`config.mk`:
```
export PLATFORM = sky130hd
export DESIGN_NAME = fault_trace_history_bank
export DESIGN_NICKNAME = d
export VERILOG_FILES = /design/src/hdl/fault_trace_pkg.sv /design/src/hdl/fault_trace_history_bank.sv
export VERILOG_INCLUDE_DIRS = /design/src /design/src/hdl
export SDC_FILE = /design/constraint.sdc
export NUM_CORES = 2
export LEC_CHECK = 0
export BUFFER_PORTS_ARGS = -buffer_cell sky130_fd_sc_hd__buf_2
export CORE_MARGIN = 2
export CORE_UTILIZATION = 40
export CTS_CLUSTER_SIZE = 40
export DETAILED_ROUTE_END_ITERATION = 7
export GPL_TIMING_DRIVEN = 1
export SYNTH_ARGS = -nofsm -noshare
export SYNTH_HDL_FRONTEND = slang
export SYNTH_SLANG_ARGS = --single-unit
```
`constraint.sdc`:
```
create_clock -name clock_i -period 112.3 [get_ports clock_i]
set_input_delay 22.46 -clock clock_i [delete_from_list [all_inputs] [get_ports clock_i]]
set_output_delay 22.46 -clock clock_i [all_outputs]
set_load 0.02 [all_outputs]
```
`src/hdl/fault_trace_defines.svh`:
```
// register addresses and constants for the fault trace history bank
`ifndef FAULT_TRACE_DEFINES_SVH
`define FAULT_TRACE_DEFINES_SVH
`define A_ACTIVE_CODE   16'h0080
`define A_PRIOR_CODE    16'h0081
`define A_FREQ_REF      16'h0082
`define A_OUT_FREQ      16'h0083
`define A_OUT_CURRENT   16'h0084
`define A_OUT_VOLTAGE   16'h0086
`define A_LINK_VOLTAGE  16'h0087
`define A_OUT_POWER     16'h0088
`define A_INPUT_PINS    16'h008a
`define A_OUTPUT_PINS   16'h008b
`define A_RUN_STATE     16'h008c
`define A_RUN_HOURS     16'h008d
`define A_HEATSINK      16'h008e
`define A_HIST_CODE_LO  16'h0090
`define A_HIST_HOURS_LO 16'h0094
`define A_RAMP_REF      16'h07e0
`define A_TORQUE_CUR    16'h07e1
`define A_FLUX_CUR      16'h07e2
`define A_HIST_CODE_HI  16'h0800
`define A_HIST_HOURS_HI 16'h080a
`define A_STAMP_YEAR    16'h3008
`define A_STAMP_MD      16'h3009
`define A_STAMP_HM      16'h300a
`define HIST_DEPTH      10
`define HIST_LOW_SLOTS  4
`define RATED_SCALE     17'h02000
`define ZERO_WORD       16'h0000
`endif

```
`src/hdl/fault_trace_pkg.sv`:
```
// types for the fault trace history bank
package fault_trace_pkg;
  // snapshot of operating values taken at fault time
  typedef struct packed {
    logic [15:0] freq_ref;
    logic [15:0] out_freq;
    logic [15:0] out_current;
    logic [15:0] out_voltage;
    logic [15:0] link_voltage;
    logic [15:0] out_power;
    logic [15:0] input_pins;
    logic [15:0] output_pins;
    logic [15:0] run_state;
    logic [15:0] run_hours;
    logic [15:0] ramp_speed_ref;
    logic [15:0] torque_current;
    logic [15:0] flux_current;
    logic [15:0] heatsink_temp;
    logic [15:0] stamp_year;
    logic [15:0] stamp_month_day;
    logic [15:0] stamp_hour_min;
  } snapshot_s;
  // one history slot
  typedef struct packed {
    logic [15:0] code;
    logic [15:0] hours;
  } hist_entry_s;
  // read port answer
  typedef struct packed {
    logic        ack;
    logic        err;
    logic [15:0] data;
  } read_ans_s;
endpackage : fault_trace_pkg
```
`src/hdl/fault_trace_history_bank.sv`:
```
// fault snapshot and ten-entry fault history with a read port
`timescale 1ns/1ns
`default_nettype none
`include "fault_trace_defines.svh"
module fault_trace_history_bank
  import fault_trace_pkg::*;
#(
  parameter int DEPTH = `HIST_DEPTH  // number of history slots
) (
  // clock and reset
  input  wire logic        clock_i,
  input  wire logic        sys_rst_i,
  // fault event from the detection logic
  input  wire logic        fault_valid_i,   // one-cycle pulse per new fault
  input  wire logic [15:0] fault_code_i,
  input  wire logic        fault_active_i,  // a fault is present now
  // live operating values
  input  wire snapshot_s   live_i,          // current field is in amperes
  input  wire logic [15:0] rated_current_i, // rated current, same scale
  // read port of the serial monitor
  input  wire logic        rd_req_i,
  input  wire logic [15:0] rd_addr_i,
  output logic             rd_ack_o,
  output logic             rd_err_o,
  output logic [15:0]      rd_data_o
);

  // operation in brief:
  // - a one-cycle pulse on fault_valid_i freezes the live values, pushes the
  //   new code into slot 0 and ages every other slot by one
  // - snapshot, prior code and history move on the same edge, so a read can
  //   never see a half-updated record
  // - reads are answered one cycle after the request, from registers only
  // - a read in the capture cycle still returns the record before the fault
  // - hours of slots 4 to 9 are kept for the shift but have no address
  // - the current word is rescaled on the read path, not at capture, so a
  //   later change of the rating shows at once without a new fault
  // limitation: a rating of zero reads the current word as zero

  // whole state of the block
  typedef struct packed {
    logic [15:0]              active_code;  // code of the fault present now
    logic [15:0]              prior_code;   // code of the last recorded fault
    snapshot_s                snap;         // live values frozen at the fault
    hist_entry_s [DEPTH-1:0]  hist;         // slot 0 newest, last slot oldest
    read_ans_s                ans;          // registered read answer
  } state_s;

  state_s s_q;  // registered state
  state_s s_d;  // next state

  // current rescale: reading of 8192 means rated current
  logic [31:0] scaled_cur;  // wide product before division
  logic [15:0] cur_bus;     // bus view of captured current

  // divide by rated; zero rating reads as zero to avoid a divide fault
  always_comb begin
    scaled_cur = {16'h0000, s_q.snap.out_current} * {15'h0000, `RATED_SCALE};
    if (rated_current_i == `ZERO_WORD) begin
      cur_bus = `ZERO_WORD;
    end else begin
      cur_bus = 16'(scaled_cur / {16'h0000, rated_current_i});
    end
  end

  // slot index width; follows the depth so a deeper history still decodes
  localparam int IDX_W = $clog2(DEPTH);

  // index helpers for the aliased history ranges
  logic [15:0] off_lo_code;   // offset into low code range
  logic [15:0] off_hi_code;   // offset into high code range
  logic [15:0] off_lo_hours;  // offset into low hours range
  logic [15:0] off_hi_hours;  // offset into high hours range

  always_comb begin
    off_lo_code  = rd_addr_i - `A_HIST_CODE_LO;
    off_hi_code  = rd_addr_i - `A_HIST_CODE_HI;
    off_lo_hours = rd_addr_i - `A_HIST_HOURS_LO;
    off_hi_hours = rd_addr_i - `A_HIST_HOURS_HI;
  end

  // next state: capture, history shift and read decode
  always_comb begin
    s_d = s_q;
    s_d.ans.ack = 1'b0;
    s_d.ans.err = 1'b0;
    // active code follows the detector; clears when fault is gone
    if (fault_valid_i) begin
      s_d.active_code = fault_code_i;
    end else if (!fault_active_i) begin
      s_d.active_code = `ZERO_WORD;
    end
    // one-cycle capture keeps snapshot and history consistent
    if (fault_valid_i) begin
      s_d.prior_code = fault_code_i;
      s_d.snap       = live_i;
      for (int i = DEPTH - 1; i > 0; i--) begin
        s_d.hist[i] = s_q.hist[i-1];  // oldest falls off
      end
      s_d.hist[0].code  = fault_code_i;
      s_d.hist[0].hours = live_i.run_hours;
    end
    // read decode; data held until the next read
    if (rd_req_i) begin
      s_d.ans.ack = 1'b1;
      // snapshot words come straight from flip-flops; only current is rescaled
      case (rd_addr_i)
        `A_ACTIVE_CODE:  s_d.ans.data = s_q.active_code;
        `A_PRIOR_CODE:   s_d.ans.data = s_q.prior_code;
        `A_FREQ_REF:     s_d.ans.data = s_q.snap.freq_ref;
        `A_OUT_FREQ:     s_d.ans.data = s_q.snap.out_freq;
        `A_OUT_CURRENT:  s_d.ans.data = cur_bus;
        `A_OUT_VOLTAGE:  s_d.ans.data = s_q.snap.out_voltage;
        `A_LINK_VOLTAGE: s_d.ans.data = s_q.snap.link_voltage;
        `A_OUT_POWER:    s_d.ans.data = s_q.snap.out_power;
        `A_INPUT_PINS:   s_d.ans.data = s_q.snap.input_pins;
        `A_OUTPUT_PINS:  s_d.ans.data = s_q.snap.output_pins;
        `A_RUN_STATE:    s_d.ans.data = s_q.snap.run_state;
        `A_RUN_HOURS:    s_d.ans.data = s_q.snap.run_hours;
        `A_HEATSINK:     s_d.ans.data = s_q.snap.heatsink_temp;
        `A_RAMP_REF:     s_d.ans.data = s_q.snap.ramp_speed_ref;
        `A_TORQUE_CUR:   s_d.ans.data = s_q.snap.torque_current;
        `A_FLUX_CUR:     s_d.ans.data = s_q.snap.flux_current;
        `A_STAMP_YEAR:   s_d.ans.data = s_q.snap.stamp_year;
        `A_STAMP_MD:     s_d.ans.data = s_q.snap.stamp_month_day;
        `A_STAMP_HM:     s_d.ans.data = s_q.snap.stamp_hour_min;
        default: begin
          // history ranges, then unmapped
          if (off_lo_code < `HIST_LOW_SLOTS) begin
            s_d.ans.data = s_q.hist[off_lo_code[IDX_W-1:0]].code;
          end else if (off_hi_code < DEPTH) begin
            s_d.ans.data = s_q.hist[off_hi_code[IDX_W-1:0]].code;
          end else if (off_lo_hours < `HIST_LOW_SLOTS) begin
            s_d.ans.data = s_q.hist[off_lo_hours[IDX_W-1:0]].hours;
          end else if (off_hi_hours < `HIST_LOW_SLOTS) begin
            s_d.ans.data = s_q.hist[off_hi_hours[IDX_W-1:0]].hours;
          end else begin
            s_d.ans.data = `ZERO_WORD;  // unmapped reads zero
            s_d.ans.err  = 1'b1;
          end
        end
      endcase
    end
  end

  // state register; empty history reads as code zero
  // reset loads constants only, so no capture survives a reset
  always_ff @(posedge clock_i or posedge sys_rst_i) begin
    if (sys_rst_i) begin
      s_q <= '0;
    end else begin
      s_q <= s_d;
    end
  end

  // outputs straight from flip-flops
  assign rd_ack_o  = s_q.ans.ack;
  assign rd_err_o  = s_q.ans.err;
  assign rd_data_o = s_q.ans.data;
endmodule : fault_trace_history_bank
`default_nettype wire

```
---- Word-level counts from Yosys, hierarchy flattened ----
Index checks and enable logic that the tools add are counted.
word-level totals
  register bits ........................... 610
  latch bits .............................. 0
  memory bits (writable) .................. 0
  memory bits (read-only) ................. 0
  bits of input ports ..................... 325
  word-level logic and storage cells ...... 97
  memories ................................ 0
operators by class
  $add $sub $neg .......................... 4
  $mul .................................... 0
  div/mod/pow operators ................... 1
  magnitude comparators ................... 8
  equal/unequal tests ..................... 20
  shifts and indexed selects .............. 0
  mux-type cells .......................... 22
  bitwise gates (word level) .............. 0
  reduce and logical (&&, ||, !) cells .... 2
operator list
  kind                                                         count
  binary-select mux 32 bit (select 4 bit)                      4
  one-hot mux 16 bit (19 select lines)                         1
  == test 16 x 8 -> 1 bit, second input constant               13
  2-to-1 mux 16 bit                                            9
  2-to-1 mux 32 bit                                            2
  == test 16 x 11 -> 1 bit, second input constant              3
  == test 16 x 14 -> 1 bit, second input constant              3
  less-than comparator 16 x 3 -> 1 bit, second input constant  3
  divider 29 x 16 -> 32 bit                                    1
  subtractor 16 x 12 -> 16 bit, second input constant          2
  subtractor 16 x 8 -> 16 bit, second input constant           2
  less-than comparator 4 x 5 -> 1 bit, second input constant   4
  OR reduction 19 bit                                          1
  2-to-1 mux 18 bit                                            1
  zero test 16 bit                                             1
  less-than comparator 16 x 4 -> 1 bit, second input constant  1
  2-to-1 mux 1 bit                                             5
  inequality test 2 bit, second input constant                 1

---- Longest topological paths before layout ----
  word-level depth ........................ 9
  depth in mapped cells ................... 455
  mapped depth without buffers ............ 414

---- Worst setup path before layout ----
OpenSTA, ideal clock, no wires.
  path type ............................... input to register
  start ................................... input rated_current_i[0]
  end ..................................... register s_q, in the netlist rd_data_o[0]
  data arrival time ....................... 106.419 ns
  data required time ...................... 112.177 ns
  path slack .............................. 5.758 ns
  stages .................................. 430
  path buffers ............................ 57
  cell sequence ........................... clkbuf_1 > inv_1 > clkbuf_1 > buf_1 > ha_1 > o211ai_1 > a21oi_1 > nand2_1 > o21ai_0 > ha_1 > o21a_1 > o22a_1 > a221oi_1 > nor2_1 > ha_1 > and2_1 > a21bo_2 > and3_1 > [... 394 more ...] > nand2_1 > or4b_1 > buf_4 > mux2_4 > ha_1 > a21oi_1 > nor2b_1 > o21ai_0 > nand2b_1 > a21oi_1 > nor2b_1 > o21ai_0 > nand2b_1 > a211oi_1 > o2111ai_1 > nor4bb_1 > nand4_1 > o221a_1
between the ends
  word-level cells in the longest chain between the ends .. 3
  elaborated cells between the ends (all ways) .. 4
  those cells by class .................... 1 x div; 2 x mux; 1 x reduce/logical
ends and longest elaborated chain
  element                                                               RTL line                         text
  start, declared                                                       fault_trace_history_bank.sv:19   input wire logic [15:0] rated_current_i,
  divider 29 x 16 -> 32 bit / zero test 16 bit (equally long branches)  -
  2-to-1 mux 16 bit (*)                                                 fault_trace_history_bank.sv:59   if (rated_current_i == `ZERO_WORD) begin
  one-hot mux 16 bit (19 select lines) (*)                              fault_trace_history_bank.sv:107  case (rd_addr_i)
  end signal, assigned                                                  fault_trace_history_bank.sv:150  s_q <= '0;
  end signal, assigned                                                  fault_trace_history_bank.sv:152  s_q <= s_d;
  end, declared                                                         fault_trace_history_bank.sv:49   state_s s_q;
Mark *: on every way between the ends. The rest lies on a longest branch, timed or not.
A chain may end at the register's enable or synchronous reset.

---- Worst setup path in the final report ----
Same ends and word-level chain as after synthesis.

==> impl_metrics.yaml <==
synthesis:
  yosysMostFrequentCell: "mux2_2"
  async_flop_share_pct: 100
  yosysSeqAreaShare_pct: 28.2
  synth_top_area_share_pct: 28.2
  synth_compound_area_share_pct: 22.3
  yosysUniqueCellTypes: 160
  synth_xor_area_share_pct: 3.43
  post-synth-top-area-cell: "dfrtp_1"
  synthFlopType: "dfrtp_1"
  ys_top_cells_by_count: "mux2_2 (663), dfrtp_1 (610), nand2_1 (415)"
  synth_top_family_by_area: "compound AO/OA/AOI/OAI gates"
  synth_area_um2: 54200
  yosys_warnings: 0
  synthAdderAreaFrac_pct: 8.99
  muxShareOfSynthArea_pct: 19.0
  synth_area_per_cell_um2: 9.49
  synth-simple-area-share_pct: 14.9
  syn_inst: 5710
  synth_edf_count: 0
  ys_ff_latch: 610
  synth_top_cells_by_area: "dfrtp_1 (28%), mux2_2 (14%), ha_1 (9.0%)"
placed_design:
  dp.cells: 7651
  gp_congestion: 0.961
  hpwl_um: 139000
  portBuffers: 342
clock_network:
  htreeDepth: 3
  cts-buffers-inserted: 70
  cts_root_buf: "clkbuf_16"
  clockBufferDepth: 3
  clock_latency_ns: 0.65
  cts-hold-fix-buffers: 0
  clock_sinks: 610
  path_clk_slew_ns: 0.09
  cts_tree: "built"
critical_path:
  r2r_end: "rd_data_o[0]"
  crit_top_cell: "o21a_1"
  critPathKind: "primary input to flip-flop"
  critPathTopFamily: "compound AO/OA/AOI/OAI gates"
  path_max_fanout: 41
  reg2reg_depth: 397
  critPathLaunchType: "primary input"
  arrival_ns: 106.63
  r2r_start: "s_q[577]"
  crit_required_ns: 112.85
  r2r_setup_slack_ns: 29.41
  slowest_stage: "or4_4"
  critPathCaptureType: "flip-flop"
  crit_buf_inv: 24
  cpPeakStageDelay_ns: 0.65
cells_and_area:
  area_delta_synth_final_pct: 11.8
  drive_gt1_share_pct: 26.8
  final_cells: 7830
  nets: 6677
routing:
  dr_total_vias: 48300
  viasPerCell: 6.17
  antenna_left: 0
  drt-initial-drc-count: 3983
  wl_per_cell_um: 24.0
  drc: 0
  drt_wl_total_um: 188000
  first_pass_iters: 5
floorplan:
  die_h_um: 372
  rows: 135
  io_pins: 343
  core-area_um2: 135000
  start_util_pct: 40.2
  die_w_um: 372
  dieArea_um2: 138000
hold_path:
  hold_end: "s_q[268]"
  hold_start: "s_q[236]"
  min_path_type: "flip-flop to flip-flop"
  holdPathStages: 1
outcome:
  status: "finished, final reports clean"
grt:
  gr-total-overflow: 0
  grt_max_degree: 159
  track_usage_pct: 26.4
  grt_pass1_wl_um: 283000
  grt_pass1_vias: 46300
  antenna_found_initial: 49
sta:
  finalSetupViolCount: 0
  tightest_slew_ns: 1.14
  post-route-period-util_pct: 94.5
  rsz0062_at_grt: "no"
  final_max_slew_viol_count: 0
  worst_slew_margin_rel_pct: 23.7
  fmax_ghz: 0.00943
  fin_crit_ns: 106.09
  skew_ns: 0.0432
  hold_violations: 0
  tns_ns: 0
run:
  drv_cap: 0
## how the worst max path moves through the flow
stage,start,end,slack [ns],cells past startpoint
after floorplan,rated_current_i[0],rd_data_o[0],5.76,430
after global placement,rated_current_i[0],rd_data_o[0],2.38,395
after detailed placement,rated_current_i[0],rd_data_o[0],0.92,393
after CTS,rated_current_i[0],rd_data_o[0],1.31,393
after global routing,rated_current_i[0],rd_data_o[0],0.06,402
final,rated_current_i[0],rd_data_o[0],6.21,405
## kinds of logic after synthesis
group	count (synthesis)
adder cells (fa/ha/maj)	389
XOR/XNOR	212
AND/OR/NAND/NOR	1604
other	1
multiplexers	823
flip-flops	610
AO/OA/AOI/OAI	1682
buffers and inverters	389
## state kept, by name (all words and copies together), names as in the netlist
signal     flops
rd_ack_o       1
rd_data_o     16
rd_err_o       1
s_q          592
## final cells by class
class                      instances  area (um^2)
multi-input combinational       4714        37500
clock inverter                    30          462
timing repair buffer             453         2630
fill                           12900        74400
sequential                       610        15300
inverter                         114          439
tap                             1781         2230
clock buffer                      95         1980
antenna                           33         82.6
## metal layers
layer,vias up,GRT usage (%),part of all wire [%],wire (um)
li1,22400,-,-,-
met1,24000,36.3,44,82700
met2,1599,42.4,46,86200
met3,314,4.17,6.9,12900
met4,14,8.10,3.0,5590
met5,-,0,0.037,70
## per-stage QoR
stage / cell area, um^2 / setup WS [ns] / util [%] / hold slack (ns)
finish: 60600 / 6.21 / 44.9 / 0.495
global route: 60600 / 0.0570 / 44.9 / 0.510
CTS: 60100 / 1.31 / 44.5 / 0.493
detailed placement: 57700 / 0.920 / 42.7 / 0.483
global placement: 57700 / 2.38 / 42.7 / 0.479
floorplan: 54200 / 5.76 / - / 0.452
## repair_timing
item,CTS,global route
endpoints found under the setup margin,0,3
gates resized for setup,0,50
setup buffers,0,20
## layout by cell type, fill, tap and decap left out, types with 33 or more instances in the layout
cell	count
buf_2	339
o21a_1	193
ha_1	388
diode_2	33
xor2_1	69
and2_1	45
clkbuf_16	70
mux2i_1	54
xnor2_1	142
buf_4	103
nand3_1	109
a22o_1	56
nor3_1	171
o31ai_1	111
a211oi_1	43
o21ai_0	282
o211ai_1	43
dfrtp_1	610
a21oi_1	285
nor2_1	385
a22oi_1	55
nand4_1	79
mux2_2	663
mux4_2	91
nor2b_1	42
nand2b_1	62
nand2_1	414
inv_1	111
a221oi_1	51
a21o_1	132
a31oi_1	43
or2_2	45
Power is not shown: default switching activity piles up to over one toggle a cycle in this logic, so the estimate is an artifact.
